--- config.mk ---
export PLATFORM = sky130hd
export DESIGN_NAME = stc_top
export DESIGN_NICKNAME = d
export VERILOG_FILES = /design/src/verilog/stc_pkg.sv /design/src/verilog/stc_chan.sv /design/src/verilog/stc_top.sv
export SDC_FILE = /design/constraint.sdc
export NUM_CORES = 1
export LEC_CHECK = 0
export ABC_AREA = 1
export BUFFER_PORTS_ARGS = -buffer_cell sky130_fd_sc_hd__buf_2
export CORE_UTILIZATION = 40
export DETAILED_ROUTE_END_ITERATION = 8
export MAX_ROUTING_LAYER = met4
export PLACE_DENSITY_LB_ADDON = 0.25
export SLEW_MARGIN = 10
export SYNTH_ARGS = -nofsm -noshare
export SYNTH_HDL_FRONTEND = slang
export SYNTH_SLANG_ARGS = --single-unit
--- constraint.sdc ---
create_clock -name clk -period 6.5 [get_ports clk]
set_input_delay 0.325 -clock clk [delete_from_list [all_inputs] [get_ports clk]]
set_output_delay 0.325 -clock clk [all_outputs]
set_load 0.1 [all_outputs]
--- src/verilog/stc_pkg.sv ---
// Shared constants and types of the two-channel stepper chopper control.
// Assumes a single 100 MHz clock and an AXI4-Lite register port.

package stc_pkg;

  // ==========================================================================
  // Timing
  // ==========================================================================
  localparam int CLK_PERIOD_NS = 10;          // 100 MHz system clock
  localparam int DIR_DELAY_NS  = 3000;        // Turn-on delay after a rising phase input
  localparam int BLANK_NS      = 2000;        // Comparator blanking after turn-on
  localparam int CARRIER_HZ    = 30000;       // Nominal carrier with reference capacitor
  localparam int CLK_HZ        = 1000000000 / CLK_PERIOD_NS;
  // Least times round up to whole cycles
  localparam logic [8:0] DELAY_CYC = 9'((DIR_DELAY_NS + CLK_PERIOD_NS - 1) / CLK_PERIOD_NS);
  localparam logic [8:0] BLANK_CYC = 9'((BLANK_NS + CLK_PERIOD_NS - 1) / CLK_PERIOD_NS);
  localparam logic [15:0] CARRIER_CYC = 16'(CLK_HZ / CARRIER_HZ);
  localparam logic [15:0] CARRIER_MIN = 16'h0004;  // Shortest usable carrier period

  // ==========================================================================
  // Chopping levels (fractions of full scale, in 1/256)
  // ==========================================================================
  localparam logic [7:0] FRAC_70 = 8'hb3;     // 179/256, about 70 percent
  localparam logic [7:0] FRAC_30 = 8'h4d;     // 77/256, about 30 percent

  // ==========================================================================
  // Register map (byte addresses) and reset values
  // ==========================================================================
  localparam logic [11:0] REG_CTRL    = 12'h000;
  localparam logic [11:0] REG_FSCALE  = 12'h004;
  localparam logic [11:0] REG_PERIOD  = 12'h008;
  localparam logic [11:0] REG_STATUS  = 12'h00c;
  localparam int          CTRL_EN_BIT = 0;
  localparam logic        CTRL_RST    = 1'b1;
  localparam logic [7:0]  FSCALE_RST  = 8'h32;
  localparam logic [1:0]  RESP_OKAY   = 2'b00;
  localparam logic [1:0]  RESP_SLVERR = 2'b10;

  // ==========================================================================
  // Types
  // ==========================================================================
  typedef struct packed {
    logic       dir_a;      // Phase direction A
    logic       dir_b;      // Phase direction B
    logic       sel_lo;     // Level select, low bit
    logic       sel_hi;     // Level select, high bit
    logic [7:0] sense;      // Digitised sense resistor voltage
  } stc_chan_in_t;

  typedef struct packed {
    logic a_lvl;            // Bridge A level when enabled
    logic a_en;             // Bridge A driven
    logic b_lvl;            // Bridge B level when enabled
    logic b_en;             // Bridge B driven
  } stc_chan_out_t;

  typedef struct packed {
    logic on;               // Bridge conducting
    logic chopped;          // Off after a trip, waiting for carrier
    logic trip;             // Comparator output
  } stc_chan_stat_t;

  typedef enum logic [2:0] {
    ST_OFF   = 3'b000,
    ST_DELAY = 3'b001,
    ST_BLANK = 3'b010,
    ST_ON    = 3'b011,
    ST_CHOP  = 3'b100
  } stc_state_t;

endpackage

--- src/verilog/stc_chan.sv ---
// One chopper channel: phase decode, level threshold, delay, blanking, chopping.
// Assumes inputs synchronous to clk and a one-cycle carrier start pulse.
`timescale 1ns/1ps
`default_nettype none

module stc_chan (
  // Clock and reset
  input  wire logic                    clk,
  input  wire logic                    reset_n,
  // Controls
  input  wire stc_pkg::stc_chan_in_t   chan_in,
  input  wire logic [7:0]              full_scale,
  input  wire logic                    carrier_start,
  input  wire logic                    enable,
  // Results
  output var  stc_pkg::stc_chan_out_t  chan_out,
  output var  stc_pkg::stc_chan_stat_t chan_stat
);
  import stc_pkg::*;

  // ==========================================================================
  // Decode
  // ==========================================================================
  logic        drive_a;            // Current flows A to B
  logic        drive_b;            // Current flows B to A
  logic        zero_lvl;           // Both select bits high
  logic        drive_ok;           // Bridge may conduct
  logic        rise;               // A phase input went high
  logic [15:0] prod70;             // Scaled thresholds
  logic [15:0] prod30;
  logic [7:0]  threshold;          // Selected chopping level
  logic        trip;               // Comparator output
  logic [1:0]  dir_prev_r;         // Last phase inputs
  stc_state_t  state_r;
  stc_state_t  state_nxt;
  logic [8:0]  cnt_r;              // Delay and blanking counter
  logic [8:0]  cnt_nxt;
  logic        bridge_on;          // Next-cycle conduction

  assign drive_a  = chan_in.dir_a & ~chan_in.dir_b;
  assign drive_b  = ~chan_in.dir_a & chan_in.dir_b;
  assign zero_lvl = chan_in.sel_lo & chan_in.sel_hi;
  // Equal inputs give neither drive term, so the bridge goes off
  assign drive_ok = (drive_a | drive_b) & enable & ~zero_lvl;
  assign rise     = |({chan_in.dir_a, chan_in.dir_b} & ~dir_prev_r);
  assign prod70   = full_scale * FRAC_70;
  assign prod30   = full_scale * FRAC_30;
  // Select the chopping level from the two select bits
  assign threshold = chan_in.sel_hi ? prod30[15:8] :
                     chan_in.sel_lo ? prod70[15:8] : full_scale;
  assign trip      = chan_in.sense > threshold;

  // ==========================================================================
  // Sequencer
  // ==========================================================================
  // A new rising edge restarts the delay from any conducting state
  always_comb begin
    state_nxt = state_r;
    cnt_nxt   = cnt_r;
    if (!drive_ok) begin
      state_nxt = ST_OFF;
      cnt_nxt   = 9'h000;
    end else if (rise) begin
      state_nxt = ST_DELAY;
      cnt_nxt   = DELAY_CYC - 9'h001;
    end else begin
      case (state_r)
        ST_OFF: begin
          state_nxt = ST_BLANK;
          cnt_nxt   = BLANK_CYC - 9'h001;
        end
        ST_DELAY: begin
          if (cnt_r == 9'h000) begin
            state_nxt = ST_BLANK;
            cnt_nxt   = BLANK_CYC - 9'h001;
          end else begin
            cnt_nxt = cnt_r - 9'h001;
          end
        end
        ST_BLANK: begin
          // Comparator ignored while the turn-on spike settles
          if (cnt_r == 9'h000) begin
            state_nxt = ST_ON;
          end else begin
            cnt_nxt = cnt_r - 9'h001;
          end
        end
        ST_ON: begin
          if (trip) begin
            state_nxt = ST_CHOP;
          end
        end
        ST_CHOP: begin
          // Stay off until the next carrier period begins
          if (carrier_start) begin
            state_nxt = ST_BLANK;
            cnt_nxt   = BLANK_CYC - 9'h001;
          end
        end
        default: begin
          state_nxt = ST_OFF;
        end
      endcase
    end
  end

  assign bridge_on = (state_nxt == ST_BLANK) || (state_nxt == ST_ON);

  // State, counter and registered outputs
  always_ff @(posedge clk or negedge reset_n) begin
    if (!reset_n) begin
      state_r    <= ST_OFF;
      cnt_r      <= 9'h000;
      dir_prev_r <= 2'b00;
      chan_out   <= '0;
      chan_stat  <= '0;
    end else begin
      state_r    <= state_nxt;
      cnt_r      <= cnt_nxt;
      dir_prev_r <= {chan_in.dir_a, chan_in.dir_b};
      chan_out   <= '{a_lvl: drive_a, a_en: bridge_on, b_lvl: drive_b, b_en: bridge_on};
      chan_stat  <= '{on: bridge_on, chopped: (state_nxt == ST_CHOP), trip: trip};
    end
  end

endmodule
`default_nettype wire

--- src/verilog/stc_top.sv ---
// Top of the two-channel stepper chopper control with AXI4-Lite registers.
// Assumes pins synchronous to clk; bridge enables drive the power stage.
//
// Added by the designer: the register addresses and the AXI4-Lite interface to the registers.
`timescale 1ns/1ps
`default_nettype none

module stc_top (
  // Clock and reset
  input  wire logic        clk,
  input  wire logic        reset_n,
  // Channel 1 pins
  input  wire logic        ch1_dir_a_in,
  input  wire logic        ch1_dir_b_in,
  input  wire logic        ch1_level_sel_low,
  input  wire logic        ch1_level_sel_high,
  input  wire logic [7:0]  ch1_sense_voltage,
  output logic             ch1_bridge_a_out,
  output logic             ch1_bridge_a_en,
  output logic             ch1_bridge_b_out,
  output logic             ch1_bridge_b_en,
  // Channel 2 pins
  input  wire logic        ch2_dir_a_in,
  input  wire logic        ch2_dir_b_in,
  input  wire logic        ch2_level_sel_low,
  input  wire logic        ch2_level_sel_high,
  input  wire logic [7:0]  ch2_sense_voltage,
  output logic             ch2_bridge_a_out,
  output logic             ch2_bridge_a_en,
  output logic             ch2_bridge_b_out,
  output logic             ch2_bridge_b_en,
  // Standby, low disables drive
  input  wire logic        standby_n,
  // AXI4-Lite write address
  input  wire logic [11:0] s_axi_awaddr,
  input  wire logic        s_axi_awvalid,
  output logic             s_axi_awready,
  // AXI4-Lite write data
  input  wire logic [31:0] s_axi_wdata,
  input  wire logic [3:0]  s_axi_wstrb,
  input  wire logic        s_axi_wvalid,
  output logic             s_axi_wready,
  // AXI4-Lite write response
  output logic [1:0]       s_axi_bresp,
  output logic             s_axi_bvalid,
  input  wire logic        s_axi_bready,
  // AXI4-Lite read address
  input  wire logic [11:0] s_axi_araddr,
  input  wire logic        s_axi_arvalid,
  output logic             s_axi_arready,
  // AXI4-Lite read data
  output logic [31:0]      s_axi_rdata,
  output logic [1:0]       s_axi_rresp,
  output logic             s_axi_rvalid,
  input  wire logic        s_axi_rready
);
  import stc_pkg::*;

  // ==========================================================================
  // Registers
  // ==========================================================================
  logic        ctrl_en_r;        // Software drive enable
  logic [7:0]  fscale_r;         // Full-scale threshold code
  logic [15:0] period_r;         // Carrier period in clock cycles

  // Write channel state
  logic        aw_held_r;        // Write address captured
  logic        w_held_r;         // Write data captured
  logic [11:0] waddr_r;          // Captured write address
  logic [31:0] wdata_r;          // Captured write data
  logic [3:0]  wstrb_r;          // Captured byte strobes
  logic        bvalid_r;         // Write response pending
  logic [1:0]  bresp_r;          // Write response code

  // Read channel state
  logic        rvalid_r;         // Read data pending
  logic [31:0] rdata_r;          // Read data
  logic [1:0]  rresp_r;          // Read response code

  // ==========================================================================
  // Carrier
  // ==========================================================================
  logic [15:0] car_cnt_r;        // Triangle position
  logic        car_up_r;         // Counting up
  logic [15:0] car_period;       // Clamped period
  logic [14:0] car_half;         // Peak of the triangle
  logic        carrier_start;    // One-cycle pulse at the valley

  // Too short a period would never reach its peak, so clamp it
  assign car_period    = (period_r < CARRIER_MIN) ? CARRIER_MIN : period_r;
  assign car_half      = car_period[15:1];
  assign carrier_start = ~car_up_r & (car_cnt_r == 16'h0000);

  // Up-down counter stands in for the capacitor ramp; period set by software
  always_ff @(posedge clk or negedge reset_n) begin
    if (!reset_n) begin
      car_cnt_r <= 16'h0000;
      car_up_r  <= 1'b1;
    end else if (car_up_r) begin
      if (car_cnt_r >= {1'b0, car_half} - 16'h0001) begin
        car_up_r <= 1'b0;
      end else begin
        car_cnt_r <= car_cnt_r + 16'h0001;
      end
    end else begin
      if (car_cnt_r == 16'h0000) begin
        car_up_r <= 1'b1;
      end else begin
        car_cnt_r <= car_cnt_r - 16'h0001;
      end
    end
  end

  // ==========================================================================
  // Channels
  // ==========================================================================
  stc_chan_in_t   ch1_in;        // Channel 1 pin bundle
  stc_chan_in_t   ch2_in;        // Channel 2 pin bundle
  stc_chan_out_t  ch1_out;       // Channel 1 bridge drive
  stc_chan_out_t  ch2_out;       // Channel 2 bridge drive
  stc_chan_stat_t ch1_stat;      // Channel 1 status
  stc_chan_stat_t ch2_stat;      // Channel 2 status
  logic           drive_enable;  // Standby and software enable

  assign drive_enable = standby_n & ctrl_en_r;
  // Each channel gets only its own pins
  assign ch1_in = '{dir_a: ch1_dir_a_in, dir_b: ch1_dir_b_in,
                    sel_lo: ch1_level_sel_low, sel_hi: ch1_level_sel_high,
                    sense: ch1_sense_voltage};
  assign ch2_in = '{dir_a: ch2_dir_a_in, dir_b: ch2_dir_b_in,
                    sel_lo: ch2_level_sel_low, sel_hi: ch2_level_sel_high,
                    sense: ch2_sense_voltage};

  // Channel 1 chopper
  stc_chan u_ch1 (
    .clk           (clk),
    .reset_n       (reset_n),
    .chan_in       (ch1_in),
    .full_scale    (fscale_r),
    .carrier_start (carrier_start),
    .enable        (drive_enable),
    .chan_out      (ch1_out),
    .chan_stat     (ch1_stat)
  );

  // Channel 2 chopper
  stc_chan u_ch2 (
    .clk           (clk),
    .reset_n       (reset_n),
    .chan_in       (ch2_in),
    .full_scale    (fscale_r),
    .carrier_start (carrier_start),
    .enable        (drive_enable),
    .chan_out      (ch2_out),
    .chan_stat     (ch2_stat)
  );

  // Bridge pins come straight from channel flip-flops
  assign ch1_bridge_a_out = ch1_out.a_lvl;
  assign ch1_bridge_a_en  = ch1_out.a_en;
  assign ch1_bridge_b_out = ch1_out.b_lvl;
  assign ch1_bridge_b_en  = ch1_out.b_en;
  assign ch2_bridge_a_out = ch2_out.a_lvl;
  assign ch2_bridge_a_en  = ch2_out.a_en;
  assign ch2_bridge_b_out = ch2_out.b_lvl;
  assign ch2_bridge_b_en  = ch2_out.b_en;

  // ==========================================================================
  // AXI4-Lite write path
  // ==========================================================================
  logic        aw_take;          // Address handshake this cycle
  logic        w_take;           // Data handshake this cycle
  logic        wr_commit;        // Both halves present
  logic [11:0] wr_addr;          // Address for the commit
  logic [31:0] wr_data;          // Data for the commit
  logic [3:0]  wr_strb;          // Strobes for the commit
  logic        wr_ctrl;          // Decodes
  logic        wr_fscale;
  logic        wr_period;
  logic        wr_status;
  logic        wr_mapped;

  // Each half is taken once; a pending response blocks new ones
  assign s_axi_awready = ~aw_held_r & ~bvalid_r;
  assign s_axi_wready  = ~w_held_r & ~bvalid_r;
  assign aw_take       = s_axi_awvalid & s_axi_awready;
  assign w_take        = s_axi_wvalid & s_axi_wready;
  assign wr_commit     = (aw_held_r | aw_take) & (w_held_r | w_take);
  assign wr_addr       = aw_held_r ? waddr_r : s_axi_awaddr;
  assign wr_data       = w_held_r ? wdata_r : s_axi_wdata;
  assign wr_strb       = w_held_r ? wstrb_r : s_axi_wstrb;
  assign wr_ctrl       = wr_addr[11:2] == REG_CTRL[11:2];
  assign wr_fscale     = wr_addr[11:2] == REG_FSCALE[11:2];
  assign wr_period     = wr_addr[11:2] == REG_PERIOD[11:2];
  assign wr_status     = wr_addr[11:2] == REG_STATUS[11:2];
  assign wr_mapped     = wr_ctrl | wr_fscale | wr_period | wr_status;

  // Capture halves and answer once both are in
  always_ff @(posedge clk or negedge reset_n) begin
    if (!reset_n) begin
      aw_held_r <= 1'b0;
      w_held_r  <= 1'b0;
      waddr_r   <= 12'h000;
      wdata_r   <= 32'h0000_0000;
      wstrb_r   <= 4'h0;
      bvalid_r  <= 1'b0;
      bresp_r   <= RESP_OKAY;
    end else begin
      if (wr_commit) begin
        aw_held_r <= 1'b0;
        w_held_r  <= 1'b0;
        bvalid_r  <= 1'b1;
        bresp_r   <= wr_mapped ? RESP_OKAY : RESP_SLVERR;
      end else begin
        if (aw_take) begin
          aw_held_r <= 1'b1;
          waddr_r   <= s_axi_awaddr;
        end
        if (w_take) begin
          w_held_r <= 1'b1;
          wdata_r  <= s_axi_wdata;
          wstrb_r  <= s_axi_wstrb;
        end
        if (bvalid_r && s_axi_bready) begin
          bvalid_r <= 1'b0;
        end
      end
    end
  end

  // Register updates, byte lanes honoured; status is read-only
  always_ff @(posedge clk or negedge reset_n) begin
    if (!reset_n) begin
      ctrl_en_r <= CTRL_RST;
      fscale_r  <= FSCALE_RST;
      period_r  <= CARRIER_CYC;
    end else if (wr_commit) begin
      if (wr_ctrl && wr_strb[0]) begin
        ctrl_en_r <= wr_data[CTRL_EN_BIT];
      end
      if (wr_fscale && wr_strb[0]) begin
        fscale_r <= wr_data[7:0];
      end
      if (wr_period && wr_strb[0]) begin
        period_r[7:0] <= wr_data[7:0];
      end
      if (wr_period && wr_strb[1]) begin
        period_r[15:8] <= wr_data[15:8];
      end
    end
  end

  assign s_axi_bvalid = bvalid_r;
  assign s_axi_bresp  = bresp_r;

  // ==========================================================================
  // AXI4-Lite read path
  // ==========================================================================
  logic        ar_take;          // Read address handshake
  logic [31:0] status_word;      // Live block state
  logic [31:0] rd_mux;           // Selected read data
  logic        rd_mapped;        // Address hits a register

  assign s_axi_arready = ~rvalid_r;
  assign ar_take       = s_axi_arvalid & s_axi_arready;
  assign status_word   = {23'h000000, car_up_r, standby_n,
                          ch2_stat.on, ch2_stat.chopped, ch2_stat.trip,
                          ch1_stat.on, ch1_stat.chopped, ch1_stat.trip};
  assign rd_mapped     = (s_axi_araddr[11:2] == REG_CTRL[11:2])   |
                         (s_axi_araddr[11:2] == REG_FSCALE[11:2]) |
                         (s_axi_araddr[11:2] == REG_PERIOD[11:2]) |
                         (s_axi_araddr[11:2] == REG_STATUS[11:2]);
  assign rd_mux = (s_axi_araddr[11:2] == REG_CTRL[11:2])   ? {31'h00000000, ctrl_en_r} :
                  (s_axi_araddr[11:2] == REG_FSCALE[11:2]) ? {24'h000000, fscale_r}    :
                  (s_axi_araddr[11:2] == REG_PERIOD[11:2]) ? {16'h0000, period_r}      :
                  (s_axi_araddr[11:2] == REG_STATUS[11:2]) ? status_word               :
                  32'h0000_0000;

  // Read data registered one cycle after the address is taken
  always_ff @(posedge clk or negedge reset_n) begin
    if (!reset_n) begin
      rvalid_r <= 1'b0;
      rdata_r  <= 32'h0000_0000;
      rresp_r  <= RESP_OKAY;
    end else if (ar_take) begin
      rvalid_r <= 1'b1;
      rdata_r  <= rd_mux;
      rresp_r  <= rd_mapped ? RESP_OKAY : RESP_SLVERR;
    end else if (rvalid_r && s_axi_rready) begin
      rvalid_r <= 1'b0;
    end
  end

  assign s_axi_rvalid = rvalid_r;
  assign s_axi_rdata  = rdata_r;
  assign s_axi_rresp  = rresp_r;

endmodule
`default_nettype wire

# ---- Word-level counts from Yosys, hierarchy flattened
# Cells that the tools add are included.
dict set report word_totals {
  in_bits 92
  out_inout_bits 49
  regBits 150
}
dict set report classes {
  addsub 5
  n_reduce_logical 30
  order_cmp 4
  muxes 53
  bitwise_logic 44
  mul 2
  eq_ne 28
}
# op count
set ops {}
lappend ops {{16-bit two-way mux} 8}
lappend ops {{9-bit two-way mux} 9}
lappend ops {{9-bit one-hot mux with 4 select lines} 2}
lappend ops {{10-bit by 2-bit == test with 1-bit output, second input constant} 4}
lappend ops {{8-bit two-way mux} 5}
lappend ops {{3-bit two-way mux} 12}
lappend ops {{3-bit one-hot mux with 5 select lines} 2}
lappend ops {{3-bit by 2-bit == test with 1-bit output, second input constant} 8}
lappend ops {{10-bit by 1-bit == test with 1-bit output, second input constant} 2}
lappend ops {{10-bit zero test} 2}
lappend ops {{1-bit AND} 18}
lappend ops {{9-bit zero test} 2}
lappend ops {{9-bit by 1-bit subtractor with 9-bit output, second input constant} 2}
lappend ops {{16-bit by 1-bit adder with 16-bit output, second input constant} 1}
lappend ops {{16-bit greater-or-equal comparator} 1}
lappend ops {{8-bit > comparator} 2}
lappend ops {{16-bit zero test} 1}
lappend ops {{16-bit by 3-bit less-than comparator with 1-bit output, second input constant} 1}
lappend ops {{8-bit by 8-bit multiplier with 16-bit output, second input constant} 1}
lappend ops {{4-bit inequality test, second input constant} 4}
lappend ops {{15-bit by 1-bit subtractor with 16-bit output, second input constant} 1}
lappend ops {{16-bit by 1-bit subtractor with 16-bit output, second input constant} 1}
lappend ops {{8-bit by 7-bit multiplier with 15-bit output, second input constant} 1}
lappend ops {{2-bit AND reduction} 7}
lappend ops {{17 further kinds} 69}

# ---- Logic depth before layout (Yosys ltp)
dict set report depth {
  depth_word 10
  ltp_mapped 29
  depth_no_buf 29
}

# ---- By module
# A second synthesis with hierarchy kept.
dict set report unflattened {
  hier_cells 1904
  area_unflattened_um2 13431.6
}
# mod n_inst seq_area_each_um2 cells_per_inst area_per_inst_um2
set by_module_without_submodules {}
lappend by_module_without_submodules {stc_top 1 2314.7 804 6000.8}
lappend by_module_without_submodules {{stc_chan at u_ch1} 1 475.5 549 3723.6}
lappend by_module_without_submodules {{stc_chan at u_ch2} 1 475.5 551 3707.3}

# ---- Worst setup path before layout
# No wires, ideal clock.
dict set report synth_path {
  path_type {register to register}
  from {register fscale_r[3]}
  to {register u_ch2.chan_out[2] (netlist name)}
  period_less_slack_ns 4.546
  setup_ns 0.119
  required_ns 6.381
  slack_ns 1.954
  stages_incl_launch_ff 28
  t_arrival_ns 4.427
  cell_sequence {dfrtp_1 ha_1 inv_1 fa_1 inv_1 fa_1 inv_1 fa_1 inv_1 ha_1 a21oi_1 o21ai_0 o21ai_0 nand3_1 nand2_1 o21ai_0 ha_1 inv_1 o21bai_1 nand2_1 nand2_1 nand2_1 nand2_1 nand2_1 nand2_1 nand2_1 nor2_1 nor2_1}
}
dict set report synth_via {
  elab_chain_cells 10
  elab_cells_between_ends 12
}
# element line_no
set synth_lines {}
lappend synth_lines {{start, declared} stc_top.sv:63} ;# logic [7:0] fscale_r;
lappend synth_lines {{start signal, assigned} stc_top.sv:242} ;# fscale_r <= wr_data[7:0];
lappend synth_lines {{8-bit by 8-bit multiplier with 16-bit output} stc_chan.sv:46} ;# assign prod70 = full_scale * FRAC_70;
lappend synth_lines {{8-bit two-way mux} stc_chan.sv:50} ;# chan_in.sel_lo ? prod70[15:8] : full_scale;
lappend synth_lines {{8-bit two-way mux *} stc_chan.sv:49} ;# assign threshold = chan_in.sel_hi ? prod30[15:8] :
lappend synth_lines {{8-bit > comparator *} stc_chan.sv:51} ;# assign trip = chan_in.sense > threshold;
lappend synth_lines {{3-bit two-way mux *} stc_chan.sv:89} ;# if (trip) begin
lappend synth_lines {{3-bit one-hot mux with 5 select lines *} stc_chan.sv:67} ;# case (state_r)
lappend synth_lines {{3-bit two-way mux *} stc_chan.sv:63} ;# end else if (rise) begin
lappend synth_lines {{3-bit two-way mux *} stc_chan.sv:60} ;# if (!drive_ok) begin
lappend synth_lines {{3-bit by 2-bit == test with 1-bit output} stc_chan.sv:107} ;# assign bridge_on = (state_nxt == ST_BLANK) || (state_nxt == ST_ON);
lappend synth_lines {{1-bit logical OR *} stc_chan.sv:107}
lappend synth_lines {{via u_ch2.bridge_on} stc_chan.sv:38} ;# logic bridge_on;
lappend synth_lines {{end signal, assigned} stc_chan.sv:121} ;# chan_out <= '{a_lvl: drive_a, a_en: bridge_on, b_lvl: drive_b, b_en: bridge_on};
lappend synth_lines {{end, declared} stc_chan.sv:16} ;# output var stc_pkg::stc_chan_out_t chan_out,
# The timed path passes the listed nets; every way through them passes the cells marked *.
# A chain may end at the register's enable or synchronous reset.

# ---- Worst setup path in the final report
dict set report layout_path {
  from {register fscale_r[2]}
  to {register u_ch2.state_r[1]}
}
dict set report layout_via {
  elab_chain_cells 8
  elab_cells_between_ends 9
}
# element line_no
set layout_lines {}
lappend layout_lines {{8-bit by 8-bit multiplier with 16-bit output} stc_chan.sv:46}
lappend layout_lines {{8-bit two-way mux} stc_chan.sv:50}
lappend layout_lines {{8-bit two-way mux *} stc_chan.sv:49}
lappend layout_lines {{8-bit > comparator *} stc_chan.sv:51}
lappend layout_lines {{3-bit two-way mux *} stc_chan.sv:89}
lappend layout_lines {{3-bit one-hot mux with 5 select lines *} stc_chan.sv:67}
lappend layout_lines {{3-bit two-way mux *} stc_chan.sv:63}
lappend layout_lines {{3-bit two-way mux *} stc_chan.sv:60}
lappend layout_lines {{via u_ch2.state_nxt[1]} stc_chan.sv:35} ;# stc_state_t state_nxt;
lappend layout_lines {{end signal, assigned} stc_chan.sv:118} ;# state_r <= state_nxt;
lappend layout_lines {{end, declared} stc_chan.sv:34} ;# stc_state_t state_r;
# Marked as above.

==> flow_metrics.env <==
export IMPL_status="complete, no violations"
export IMPL_numClockSinks=130
export IMPL_yosysWarningCount=0
export IMPL_rsz0062_at_grt="no"
export IMPL_cp_arrival_ns=5.55
export IMPL_cpMaxStageDelayCell="dfrtp_1"
export IMPL_clock_tree_buffer_depth=2
export IMPL_layout_nets=1845
export IMPL_global_route_overflow_total=0
export IMPL_ioPinCount=141
export IMPL_yosysTopAreaCell="dfrtp_1"
export IMPL_design_die_area_mm2=0.02815
export IMPL_first_global_vias=9290
export IMPL_dpl_instance_area_mm2=0.01175
export IMPL_fmax_mhz=190.7
export IMPL_synth_async_sr_flop_share=1.000
export IMPL_synth_most_common_cell="nand2_1"
export IMPL_drt_wl_cell_um=13.76
export IMPL_synthTopCellsByCount="nand2_1, inv_1, nand3_1"
export IMPL_coreArea_mm2=0.02695
export IMPL_antenna_nets_post_route=0
export IMPL_synth_largest_type_area_fraction=0.2732
export IMPL_drive_above_1_share=0.1321
export IMPL_synth_top_family_by_area="simple AND/OR/NAND/NOR gates"
export IMPL_critPathMaxFanout=9
export IMPL_muxShareOfSynthArea=0.002049
export IMPL_tightest_slew_margin_relative_to_the_limit=0.4972
export IMPL_flow_area_growth_from_synthesis_pct=12.36
export IMPL_hold_violations=0
export IMPL_worstRegToRegCells=27
export IMPL_worst_pin_slew_ns=0.7542
export IMPL_worstSetupStartpointType="register"
export IMPL_rr_endpoint="u_ch2.state_r[1]"
export IMPL_p_int_mw=2.089
export IMPL_tritoncts_num_buffers=17
export IMPL_setup_viol_count_final=0
export IMPL_holdWs_ns=0.04016
export IMPL_yosys_area_share_adder=0.1707
export IMPL_synth_compound_area_frac=0.1096
export IMPL_dieHeight_um=167.8
export IMPL_synth_simple_gate_area_share=0.2964
export IMPL_switching_power_mw=1.653
export IMPL_finalPower_mw=3.742
export IMPL_crit_top_cell="nand2_1"
export IMPL_leak_pwr_nw=6.803
export IMPL_synth_top_cells_by_area="dfrtp_1, nand2_1, ha_1"
export IMPL_synth_yosys_seq_area_share=0.2971
export IMPL_globalplace_congestion=0.9249
export IMPL_fin_tns_setup_ns=0
export IMPL_post_drt_via_cell_ratio=4.971
export IMPL_cap_violations=0
export IMPL_synthCells=1515
export IMPL_post_route_cell_area_mm2=0.01235
export IMPL_synthDistinctLibCells=48
export IMPL_drt_wl_total_um=27130
export IMPL_port_buffers=100
export IMPL_clock_tree_root_cell="clkbuf_16"
export IMPL_netlist_area_mm2=0.01099
export IMPL_timing_critical_path_from="fscale_r[2]"
export IMPL_grt_total_usage=0.2062
export IMPL_cts_tree="built"
export IMPL_period_utilization=0.8068
export IMPL_flip_flop_cell_with_the_highest_count_after_synthesis="dfrtp_1"
export IMPL_dpl_hpwl_um=21310
export IMPL_synthXorXnorAreaFrac=0.02311
export IMPL_layout_min_cycle_time_ns=5.244
export IMPL_synth_ff_latch_count=130
export IMPL_worstSetupPathType="register to register"
export IMPL_synth_area_per_cell_um2=7.255
export IMPL_post_cts_buffers=0
export IMPL_drc_errors=0
export IMPL_floorplan_die_width_um=167.8
export IMPL_hp_start="ch2_dir_a_in"
export IMPL_p_clk_frac=0.257
export IMPL_comb_power_share=0.433
export IMPL_clk_transition_reported_paths_ns=0.07
export IMPL_worst_path_largest_cell_delay_ns=0.65
export IMPL_via_count=9797
export IMPL_clock_skew_ns=0.01870
export IMPL_r2r_start="fscale_r[2]"
export IMPL_end_kind="register"
export IMPL_detailedRoute_firstIterationViolations=610
export IMPL_critPathCapture="u_ch2.state_r[1]"
export IMPL_placementRows=60
export IMPL_min_delay_path_class="input port to register"
export IMPL_clock_insertion_delay_worst_skew_ns=0.43
export IMPL_cts_htree_levels=4
export IMPL_cp_data_required_time_ns=6.80
export IMPL_final_max_slew_violation_count=0
export IMPL_netSwitchingFraction=0.4417
export IMPL_drt_first_pass_iters=7
export IMPL_grt_first_pass_wirelength_um=45170
export IMPL_timing_reg2reg_setup_slack_ns=1.26
export IMPL_vdd_ir_drop_max_uv=285.2
export IMPL_antenna_found_initial=1
export IMPL_maximum_number_of_pins_on_one_net_before_global_route_repair=75
export IMPL_seqPwrFrac=0.309
export IMPL_synth_edff_count=0
export IMPL_initial_util=0.4078
export IMPL_power_density_mw_per_mm2=303.0
-- worst max-delay path, delay by kind of cell (launching register included) --
| kind | cells | cell delay (ns) |
|---|---|---|
| adders and majority gates | 6 | 2.50 |
| and+or+nand+nor | 11 | 0.84 |
| AOI/OAI and AO/OA | 5 | 0.83 |
| DFF | 1 | 0.65 |
| buffers and inverters | 5 | 0.26 |
-- final cells by class --
cell class,instances,area [um^2]
Timing Repair Buffer,104,539.3
Multi-Input combinational cell,1138,6688
Fill cell,2714,14600
Clock inverter,15,160.2
Sequential cell,130,3266
Tap cell,341,426.7
Inverter,224,840.8
Clock buffer,17,425.4
Antenna cell,2,5.005
-- kinds of logic (layout without fill, tap and decap cells) --
| logic type | after synthesis | after routing |
|---|---|---|
| AO/OA/AOI/OAI | 204 | 204 |
| XOR/XNOR | 29 | 29 |
| adder cells (fa/ha/maj) | 138 | 138 |
| buffers and inverters | 264 | 360 |
| flip-flops | 130 | 130 |
| multiplexers | 2 | 2 |
| other | 2 | 21 |
| AND/OR/NAND/NOR | 746 | 746 |
-- power groups by stage --
stage,Sequential [mW],Combinational (mW),Clock [mW]
after floorplan,1.18,1.26,0
after global placement,1.16,1.59,0
after detailed placement,1.17,1.62,0
after CTS,1.16,1.63,0.983
after global routing,1.18,1.88,1.02
final,1.16,1.62,0.962
-- worst min path at each step --
stage          slack [ns]  cells past startpoint                  end
3_5_place_dp         0.41                      1        car_cnt_r[13]
3_3_place_gp         0.40                      1        car_cnt_r[14]
5_1_grt              0.02                      1  u_ch2.dir_prev_r[1]
4_1_cts              0.03                      1  u_ch1.dir_prev_r[1]
2_1_floorplan        0.03                      0            aw_held_r
6_report             0.04                      1  u_ch2.dir_prev_r[1]
-- metal layers --
metal	vias up	GRT usage	wire length (um)	part of all wire
li1	5077	-	-	-
met1	4521	0.2743	13550	0.50
met2	178	0.3268	12340	0.45
met3	21	0.03667	943	0.035
met4	0	0.04627	299	0.011
met5	-	-	0	0
-- sequential cells by signal, summed over array words and instances (netlist names), 3 cells and up --
register,count
car_cnt_r,16
period_r,16
s_axi_rdata,16
wdata_r,16
waddr_r,10
u_ch1.cnt_r,9
u_ch2.cnt_r,9
fscale_r,8
u_ch1.chan_out,3
u_ch1.state_r,3
u_ch2.chan_out,3
u_ch2.state_r,3
-- per-stage QoR --
| stage | utilization | setup slack [ns] | cells |
|---|---|---|---|
| 2_1_floorplan | - | 1.954 | 1532 |
| 3_3_place_gp | 0.4360 | 1.334 | 1936 |
| 3_5_place_dp | 0.4360 | 1.263 | 1936 |
| 4_1_cts | 0.4581 | 1.250 | 1969 |
| 5_1_grt | 0.4582 | 0.7773 | 1970 |
| 6_report | 0.4583 | 1.256 | 1971 |
-- repair_timing --
item                      CTS  global route
hold endpoints to repair   72             0
resized for setup           0             0
hold buffers                1             0
-- placed cells by master, fill, tap and decap left out, types with 17 or more instances in the layout --
cell	netlist	final
nand3_1	146	146
nand2_1	415	415
nor2_1	110	110
inv_1	219	219
conb_1	2	19
o21ai_2	26	26
buf_2	2	99
nand4_1	17	17
o21ai_0	72	72
fa_1	20	20
ha_1	118	118
clkbuf_16	0	17
dfrtp_1	120	120
xor2_1	25	25
a21oi_1	70	70
No activity file was read; power rests on OpenSTA's default activity.
